### src/core/eeseq_defines.svh
// Constants for the data EEPROM erase/program sequencer
`ifndef EESEQ_DEFINES_SVH
`define EESEQ_DEFINES_SVH

// Control register field positions
`define EESEQ_GO_BIT 15
`define EESEQ_PERMIT_BIT 14
`define EESEQ_ERR_BIT 13
`define EESEQ_STATUS_BIT 8
`define EESEQ_OP_MSB 6
`define EESEQ_OP_W 7
`define EESEQ_CTRL_RESET 16'h0000

// Unlock key values
`define EESEQ_KEY1 8'h55
`define EESEQ_KEY2 8'hAA

// Operation codes (low seven bits of the control value)
`define EESEQ_OP_WORD_ERASE 7'h44
`define EESEQ_OP_WORD_PROG 7'h04
`define EESEQ_OP_BLOCK_ERASE 7'h45
`define EESEQ_OP_BLOCK_PROG 7'h05

// Cycle timing
`define EESEQ_CYCLE_NS 2000000
`define EESEQ_CLK_NS 25
`define EESEQ_CYCLE_COUNT (`EESEQ_CYCLE_NS / `EESEQ_CLK_NS)

// Latch geometry
`define EESEQ_LATCHES 16
`define EESEQ_LATCH_IDX_W 4
`define EESEQ_IDX_LSB 1

// Address register split
`define EESEQ_ADDR_LOW_W 16
`define EESEQ_ADDR_HIGH_LSB 16
`define EESEQ_ADDR_HIGH_W 8

`endif

### src/core/eeseq_pkg.sv
// Types for the data EEPROM erase/program sequencer
package eeseq_pkg;
   typedef enum logic [1:0] {
      EESEQ_UNLOCK_IDLE,
      EESEQ_UNLOCK_KEY1,
      EESEQ_UNLOCK_ARMED
   } eeseq_unlock_t;

   typedef enum logic [1:0] {
      EESEQ_IDLE,
      EESEQ_RUN,
      EESEQ_DONE
   } eeseq_state_t;

   typedef enum logic [1:0] {
      EESEQ_KIND_ERASE,
      EESEQ_KIND_PROG,
      EESEQ_KIND_NONE
   } eeseq_kind_t;
endpackage

### src/core/eeseq_sequencer.sv
// Data EEPROM erase/program sequencer with unlock key and write latches
`timescale 1ns/1ps
`include "eeseq_defines.svh"

// Behaviour
// - A started cycle ends by itself after about 2 ms.
// - The processor is never stalled; no stall output exists.
// - Key 0x55 then 0xAA then go bit, per word, or no start.
// - Go bit cannot be set while write permit is clear.
// - Permit set in the same write as go does not start.
// - Hardware never clears the write permit bit.
// - Clearing write permit mid-cycle does not stop the cycle.
// - Completion clears the go bit and sets the done flag.
// - Done flag holds until software clears it.
// - Go reads set while running; done flag is pollable.
// - Done interrupt raised only when software enables it.
// - Codes 4044 word erase, 0x4004 word program.
// - Valid go starts the cycle named by the operation field.
// - Erase targets the loaded upper and lower address registers.
// - Program needs erase first and the data placed in latches.
// - Low table write loads one latch and records its address.
// - Block program uses all sixteen latches.
// - Software can set go but never clear it.
// - Warm reset during a cycle sets the error bit; address kept.
// - Reads during a cycle return unspecified data.
module eeseq_sequencer #(
   parameter int CYCLE_COUNT = `EESEQ_CYCLE_COUNT,
   parameter int ADDR_W = 24,
   parameter int DATA_W = 16
) (
   // Clock and resets
   input wire logic clk_sys,
   input wire logic reset_n,
   input wire logic warm_reset_n,
   // Control register write port
   input wire logic ctrl_wr,
   input wire logic [15:0] ctrl_wdata,
   input wire logic key_wr,
   input wire logic [7:0] key_wdata,
   input wire logic addr_low_wr,
   input wire logic addr_high_wr,
   input wire logic [15:0] addr_wdata,
   input wire logic done_clear,
   input wire logic done_irq_enable,
   // Table write port
   input wire logic table_write_low,
   input wire logic [ADDR_W-1:0] table_addr,
   input wire logic [DATA_W-1:0] table_wdata,
   // Register views
   output logic [15:0] nv_control_reg,
   output logic [15:0] target_addr_low,
   output logic [7:0] target_addr_high,
   output logic nv_done_flag,
   output logic done_irq,
   // Array side
   output logic array_erase,
   output logic array_prog,
   output logic array_block,
   output logic [ADDR_W-1:0] array_addr,
   output logic cycle_end,
   output logic [DATA_W-1:0] latch_data [`EESEQ_LATCHES]
);
   import eeseq_pkg::*;

   initial begin
      if (CYCLE_COUNT < 2) begin
         $error("eeseq_sequencer: cycle count below two");
      end
      if (ADDR_W != `EESEQ_ADDR_HIGH_LSB + `EESEQ_ADDR_HIGH_W) begin
         $error("eeseq_sequencer: address width must match the address registers");
      end
      if (DATA_W < 1) begin
         $error("eeseq_sequencer: data width below one");
      end
   end

   // ----------------------------------------------------------------
   // Decoding
   // ----------------------------------------------------------------
   // Decode operation field into erase, program or none
   function automatic eeseq_kind_t op_kind(input logic [`EESEQ_OP_W-1:0] op);
      unique case (op)
         `EESEQ_OP_WORD_ERASE, `EESEQ_OP_BLOCK_ERASE: op_kind = EESEQ_KIND_ERASE;
         `EESEQ_OP_WORD_PROG, `EESEQ_OP_BLOCK_PROG: op_kind = EESEQ_KIND_PROG;
         default: op_kind = EESEQ_KIND_NONE;
      endcase
   endfunction

   // Block operations are the odd codes
   function automatic logic op_block(input logic [`EESEQ_OP_W-1:0] op);
      op_block = (op == `EESEQ_OP_BLOCK_ERASE) || (op == `EESEQ_OP_BLOCK_PROG);
   endfunction

   // Timer width and last count of a cycle
   localparam int TIMER_W = $clog2(CYCLE_COUNT);
   localparam logic [TIMER_W-1:0] TIMER_LAST = TIMER_W'(CYCLE_COUNT - 1);

   eeseq_unlock_t unlock;
   eeseq_state_t state;
   logic go;
   logic permit;
   logic abort_err;
   logic status;
   logic [`EESEQ_OP_W-1:0] op_sel;
   logic [TIMER_W-1:0] timer;
   logic start;
   logic running;
   logic finish;

   assign running = (state == EESEQ_RUN);
   assign finish = running && (timer == TIMER_LAST);
   // Start needs armed key, permit from an earlier write, a legal op
   assign start = ctrl_wr && ctrl_wdata[`EESEQ_GO_BIT] && (unlock == EESEQ_UNLOCK_ARMED)
      && permit && !running && (op_kind(op_sel) != EESEQ_KIND_NONE)
      && warm_reset_n;

   // ----------------------------------------------------------------
   // Unlock sequence
   // ----------------------------------------------------------------
   // Key tracker; any other control write or wrong key disarms
   always_ff @(posedge clk_sys or negedge reset_n) begin
      if (!reset_n) begin
         unlock <= EESEQ_UNLOCK_IDLE;
      end else if (key_wr) begin
         if (key_wdata == `EESEQ_KEY1) begin
            unlock <= EESEQ_UNLOCK_KEY1;
         end else if (key_wdata == `EESEQ_KEY2 && unlock == EESEQ_UNLOCK_KEY1) begin
            unlock <= EESEQ_UNLOCK_ARMED;
         end else begin
            unlock <= EESEQ_UNLOCK_IDLE;
         end
      end else if (ctrl_wr) begin
         unlock <= EESEQ_UNLOCK_IDLE;
      end
   end

   // ----------------------------------------------------------------
   // Control register
   // ----------------------------------------------------------------
   // Write permit follows software only
   always_ff @(posedge clk_sys or negedge reset_n) begin
      if (!reset_n) begin
         permit <= 1'b0;
      end else if (ctrl_wr) begin
         permit <= ctrl_wdata[`EESEQ_PERMIT_BIT];
      end
   end

   // Operation field frozen while a cycle runs
   always_ff @(posedge clk_sys or negedge reset_n) begin
      if (!reset_n) begin
         op_sel <= '0;
      end else if (ctrl_wr && !running) begin
         op_sel <= ctrl_wdata[`EESEQ_OP_MSB:0];
      end
   end

   // Go bit: set by valid start, cleared by completion or abort only
   always_ff @(posedge clk_sys or negedge reset_n) begin
      if (!reset_n) begin
         go <= 1'b0;
      end else if (finish) begin
         go <= 1'b0;
      end else if (!warm_reset_n) begin
         go <= 1'b0;
      end else if (start) begin
         go <= 1'b1;
      end
   end

   // Error bit: a warm reset during a cycle flags the abort
   always_ff @(posedge clk_sys or negedge reset_n) begin
      if (!reset_n) begin
         abort_err <= 1'b0;
      end else if (!warm_reset_n && running) begin
         abort_err <= 1'b1;
      end else if (ctrl_wr) begin
         abort_err <= ctrl_wdata[`EESEQ_ERR_BIT];
      end
   end

   // Status bit shows a cycle in progress
   always_ff @(posedge clk_sys or negedge reset_n) begin
      if (!reset_n) begin
         status <= 1'b0;
      end else begin
         status <= start || (running && !finish && warm_reset_n);
      end
   end

   // ----------------------------------------------------------------
   // Cycle engine
   // ----------------------------------------------------------------
   // Runs without stalling the core; permit not looked at once running
   always_ff @(posedge clk_sys or negedge reset_n) begin
      if (!reset_n) begin
         state <= EESEQ_IDLE;
      end else if (!warm_reset_n) begin
         state <= EESEQ_IDLE;
      end else begin
         unique case (state)
            EESEQ_IDLE: if (start) begin
               state <= EESEQ_RUN;
            end
            EESEQ_RUN: if (finish) begin
               state <= EESEQ_DONE;
            end
            EESEQ_DONE: state <= EESEQ_IDLE;
         endcase
      end
   end

   // Cycle timer with configurable terminal count
   always_ff @(posedge clk_sys or negedge reset_n) begin
      if (!reset_n) begin
         timer <= '0;
      end else if (!running || !warm_reset_n) begin
         timer <= '0;
      end else begin
         timer <= timer + 1'b1;
      end
   end

   // ----------------------------------------------------------------
   // Address registers and latches
   // ----------------------------------------------------------------
   // Low address word; keeps its value across warm reset
   always_ff @(posedge clk_sys or negedge reset_n) begin
      if (!reset_n) begin
         target_addr_low <= '0;
      end else if (table_write_low) begin
         target_addr_low <= table_addr[`EESEQ_ADDR_LOW_W-1:0];
      end else if (addr_low_wr) begin
         target_addr_low <= addr_wdata;
      end
   end

   // High address byte, same priority as the low word
   always_ff @(posedge clk_sys or negedge reset_n) begin
      if (!reset_n) begin
         target_addr_high <= '0;
      end else if (table_write_low) begin
         target_addr_high <= table_addr[`EESEQ_ADDR_HIGH_LSB +: `EESEQ_ADDR_HIGH_W];
      end else if (addr_high_wr) begin
         target_addr_high <= addr_wdata[`EESEQ_ADDR_HIGH_W-1:0];
      end
   end

   // One latch per low table write, indexed by word address
   genvar g;
   generate
      for (g = 0; g < `EESEQ_LATCHES; g++) begin : g_latch
         always_ff @(posedge clk_sys or negedge reset_n) begin
            if (!reset_n) begin
               latch_data[g] <= '0;
            end else if (table_write_low && table_addr[`EESEQ_IDX_LSB +:
                  `EESEQ_LATCH_IDX_W] == `EESEQ_LATCH_IDX_W'(g)) begin
               latch_data[g] <= table_wdata;
            end
         end
      end
   endgenerate

   // ----------------------------------------------------------------
   // Outputs
   // ----------------------------------------------------------------
   // Done flag: set wins over software clear
   always_ff @(posedge clk_sys or negedge reset_n) begin
      if (!reset_n) begin
         nv_done_flag <= 1'b0;
      end else if (finish) begin
         nv_done_flag <= 1'b1;
      end else if (done_clear) begin
         nv_done_flag <= 1'b0;
      end
   end

   // Registered view of the control word
   always_ff @(posedge clk_sys or negedge reset_n) begin
      if (!reset_n) begin
         nv_control_reg <= `EESEQ_CTRL_RESET;
      end else begin
         nv_control_reg <= '0;
         nv_control_reg[`EESEQ_GO_BIT] <= go;
         nv_control_reg[`EESEQ_PERMIT_BIT] <= permit;
         nv_control_reg[`EESEQ_ERR_BIT] <= abort_err;
         nv_control_reg[`EESEQ_STATUS_BIT] <= status;
         nv_control_reg[`EESEQ_OP_MSB:0] <= op_sel;
      end
   end

   // Done interrupt gated by software enable
   always_ff @(posedge clk_sys or negedge reset_n) begin
      if (!reset_n) begin
         done_irq <= 1'b0;
      end else begin
         done_irq <= (nv_done_flag || finish) && done_irq_enable
            && !(done_clear && !finish);
      end
   end

   // Array strobes: erase or program level during a cycle
   always_ff @(posedge clk_sys or negedge reset_n) begin
      if (!reset_n) begin
         array_erase <= 1'b0;
         array_prog <= 1'b0;
         array_block <= 1'b0;
      end else if (start) begin
         array_erase <= (op_kind(op_sel) == EESEQ_KIND_ERASE);
         array_prog <= (op_kind(op_sel) == EESEQ_KIND_PROG);
         array_block <= op_block(op_sel);
      end else if (finish || !warm_reset_n) begin
         array_erase <= 1'b0;
         array_prog <= 1'b0;
      end
   end

   // Target captured at start, so later address writes cannot move it
   always_ff @(posedge clk_sys or negedge reset_n) begin
      if (!reset_n) begin
         array_addr <= '0;
      end else if (start) begin
         array_addr <= {target_addr_high, target_addr_low};
      end
   end

   // End pulse one cycle after the last count
   always_ff @(posedge clk_sys or negedge reset_n) begin
      if (!reset_n) begin
         cycle_end <= 1'b0;
      end else begin
         cycle_end <= finish;
      end
   end
   // Array read path is not forwarded here; reads mid-cycle are undefined.
endmodule // eeseq_sequencer

### config.mk
export PLATFORM = sky130hd
export DESIGN_NAME = eeseq_sequencer
export DESIGN_NICKNAME = d
export VERILOG_FILES = /design/src/core/eeseq_pkg.sv /design/src/core/eeseq_sequencer.sv
export VERILOG_INCLUDE_DIRS = /design/src /design/src/core
export SDC_FILE = /design/constraint.sdc
export NUM_CORES = 1
export LEC_CHECK = 0
export BUFFER_PORTS_ARGS = -buffer_cell sky130_fd_sc_hd__buf_2
export CORE_MARGIN = 5
export CORE_UTILIZATION = 35
export CTS_CLUSTER_SIZE = 20
export DETAILED_ROUTE_END_ITERATION = 10
export GPL_TIMING_DRIVEN = 1
export PLACE_DENSITY = 0.69
export SLEW_MARGIN = 15
export SYNTH_ARGS = -nofsm -noshare
export SYNTH_HDL_FRONTEND = slang
export SYNTH_SLANG_ARGS = --single-unit
### constraint.sdc
create_clock -name clk_sys -period 2.34 [get_ports clk_sys]
set_input_delay 0.702 -clock clk_sys [delete_from_list [all_inputs] [get_ports clk_sys]]
set_output_delay 0.702 -clock clk_sys [all_outputs]
set_load 0.01 [all_outputs]
==> flow_summary.ini <==
[clocking]
cts_hold_buf = 0
cts_resized = 0
cts.path.max_buffers = 3
clk_pin_slew_ns = 0.06
clock-sinks = 353
cts_inserted_buffers = 39
clkLatencyLatePin_ns = 0.54
post_cts_buffers = 0
clockRootBuffer = clkbuf_16
tritoncts = yes
h-tree-depth = 2

[synthesis]
synthFlopType = dfrtp_1
synth-warning-count = 0
synth_cell_types = 52
synthesis.area_mm2 = 0.0139
syn_inst = 912
synth.avg_cell_area_um2 = 15.3
synthTopCellsByArea = dfrtp_1, mux2_2, mux2_4
seq_area_frac_synth_pct = 63.4
async_reset_ff_share_pct = 100
synth_top_area_share_pct = 63.4
ys_ff_latch = 353
yosysTopAreaCell = dfrtp_1
synth-edff-count = 0

[power_and_ir_drop]
comb_power_share_pct = 19.7
irDropWorstVdd_mv = 0.673
p_int_w = 0.0126
p_seq_share_pct = 44.9
power_leakage_nw = 9.01
power_density_mw_per_mm2 = 959
netSwitchingFraction_pct = 27.5
p_clk_share_pct = 35.4
p_switching_w = 0.00477

[flow_run]
cap_violations = 0

[sta]
setup_tns_ns = 0
finalHoldViolations = 0
slew_violations = 0
min_period_ns = 2.00
maxSlewHeadroom_pct = 63.6
fin_skew_ns = 0.0121
worst_pin_slew_ns = 0.546
setup_viol = 0
layout_worst_path_cycle_share_pct = 85.4
rsz0062_at_grt = no
clock.fmax_mhz = 501

[worst_setup_path]
r2r_cells = 6
crit_path_start = state[0]$_DFFE_PN0P_
critPathRequiredTime_ns = 2.76
cp-start-kind = flip-flop
crit_fanout = 26
worst_setup_path_end_kind = flip-flop
r2r_start = state[0]$_DFFE_PN0P_
worstSetupPathType = reg2reg
r2r-end = array_addr[11]$_DFFE_PN0P_
arrival_ns = 2.41
r2r_setup_slack_ns = 0.34

[worst_hold_path]
hold_class = in2async

[placement]
placed_cells = 1827
place_congestion = 0.834
hpwlAfterDp_um = 27700
placed_cell_area_mm2 = 0.0168
port_buffers = 404

[detailed_routing]
vias = 9109
via_per_inst = 4.81
ant_nets = 0
dr.pass1.iters = 4
drt_iter0_drc = 329
routed_wl_um = 38500
remaining_drc_errors = 0
avgRoutedWirePerCell_um = 20.3

[outcome]
status = finished clean

[cells_and_area]
nNetsFinal = 1436
fin_util_pct = 45.8
top_register = latch_data
top_regs = latch_data (256), array_addr (24), timer (17)
final_cell_mix = buf_2, dfrtp_1, mux2_2
design_area_mm2 = 0.0181
num-fill-cells = 3547
finalNonFillerCells = 1895
syn_to_final_growth_pct = 30.1
drive_above_1_share_pct = 58.4
final_common_cell = buf_2
largest_register_ffs = 256

[floorplanning]
die_area_mm2 = 0.0439
die_w_um = 209
ios = 416
start_util_pct = 35.2
core_mm2 = 0.0395
die_y_um = 209
row_count = 73

[global_route]
grt_start_max_net_pins = 74
grt_usage_pct = 17.2
grt_pass1_vias = 9761
grt_pass1_wl_um = 59200
grt_overflow = 0
antenna_found_initial = 3
==> critical path, stage by stage (launching register included) <==
cell,delay (ns)
dfrtp_1,0.40
ha_1,0.30
nor2b_1,0.28
and4b_1,0.28
nand4_4,0.12
buf_12,0.19
mux2_2,0.29
==> kinds of logic after synthesis <==
logic type / after synthesis / share of synthesized area, %
buffers and inverters: 64 / 2.56
xor gates and xnor gates: 9 / 0.566
other: 1 / 0.0269
DFF: 353 / 63.4
AOI/OAI and AO/OA: 50 / 2.12
muxes: 313 / 25.9
and+or+nand+nor: 119 / 5.12
adders and majority gates: 3 / 0.270
==> layout make-up <==
| cell class | instances | area [um2] | share of cell area, % |
|---|---|---|---|
| Inverter | 7 | 26.3 | 0.145 |
| Timing Repair Buffer | 443 | 2550 | 14.1 |
| Clock inverter | 12 | 158 | 0.870 |
| Antenna cell | 2 | 5.00 | 0.0276 |
| Tap cell | 525 | 657 | 3.63 |
| Clock buffer | 54 | 1130 | 6.26 |
| Multi-Input combinational cell | 499 | 4760 | 26.2 |
| Sequential cell | 353 | 8830 | 48.8 |
==> synthesized netlist by cell type (2+ instances only) <==
cell      instances
dfrtp_1         353
buf_4            11
and4_1            5
mux2_1           10
mux2_2          249
nand4_1           4
or3_1             5
and4b_1           2
nor2_2            5
clkbuf_1         26
nand2_1          35
xnor2_1           3
mux2_4           30
nor4bb_1          6
nor3_1            2
nand3_1           9
nand2b_1          6
nand2_2           2
a21oi_1           8
buf_2            12
and3_1            2
nor2_4            2
or4_1             2
nor2_1           18
nor2b_1           2
nor4_1            3
nand4_4           2
o21ai_0          29
inv_1             7
o211ai_1          2
o31ai_1           2
ha_1              3
mux2i_1          24
buf_6             8
xor2_1            6
==> how the worst max path moves through the flow <==
| stage | slack [ns] | to |
|---|---|---|
| 4_1_cts | 0.34 | array_addr[11]$_DFFE_PN0P_ |
| 5_1_grt | 0.22 | array_addr[11]$_DFFE_PN0P_ |
| 3_5_place_dp | 0.20 | latch_data[153]$_DFFE_PN0P_ |
| 2_1_floorplan | 0.40 | latch_data[85]$_DFFE_PN0P_ |
| 3_3_place_gp | 0.24 | latch_data[159]$_DFFE_PN0P_ |
| 6_report | 0.34 | array_addr[11]$_DFFE_PN0P_ |
==> power groups by stage <==
stage	clock network [W]	registers, W	logic, W
final	0.00615	0.00780	0.00343
after global routing	0.00659	0.00793	0.00369
after CTS	0.00633	0.00780	0.00350
after detailed placement	0	0.00789	0.00349
after global placement	0	0.00783	0.00343
after floorplan	0	0.00837	0.00114
==> through the flow <==
| step | setup WS, ns | hold slack, ns | power, W |
|---|---|---|---|
| floorplan | 0.404 | 0.331 | 0.00951 |
| global placement | 0.238 | 0.357 | 0.0113 |
| detailed placement | 0.200 | 0.356 | 0.0114 |
| CTS | 0.337 | 0.0527 | 0.0176 |
| global route | 0.225 | 0.0674 | 0.0182 |
| finish | 0.343 | 0.0691 | 0.0174 |
==> per-layer routing <==
layer / GRT usage (%) / up-vias / routed length (um)
met3: 3.77 / 81 / 1920
met1: 21.9 / 4699 / 15900
met4: 6.53 / 0 / 1410
li1: - / 4084 / -
met2: 28.9 / 245 / 19300
met5: 0 / - / 0
Note: power is estimated with default switching activity, not from simulation.
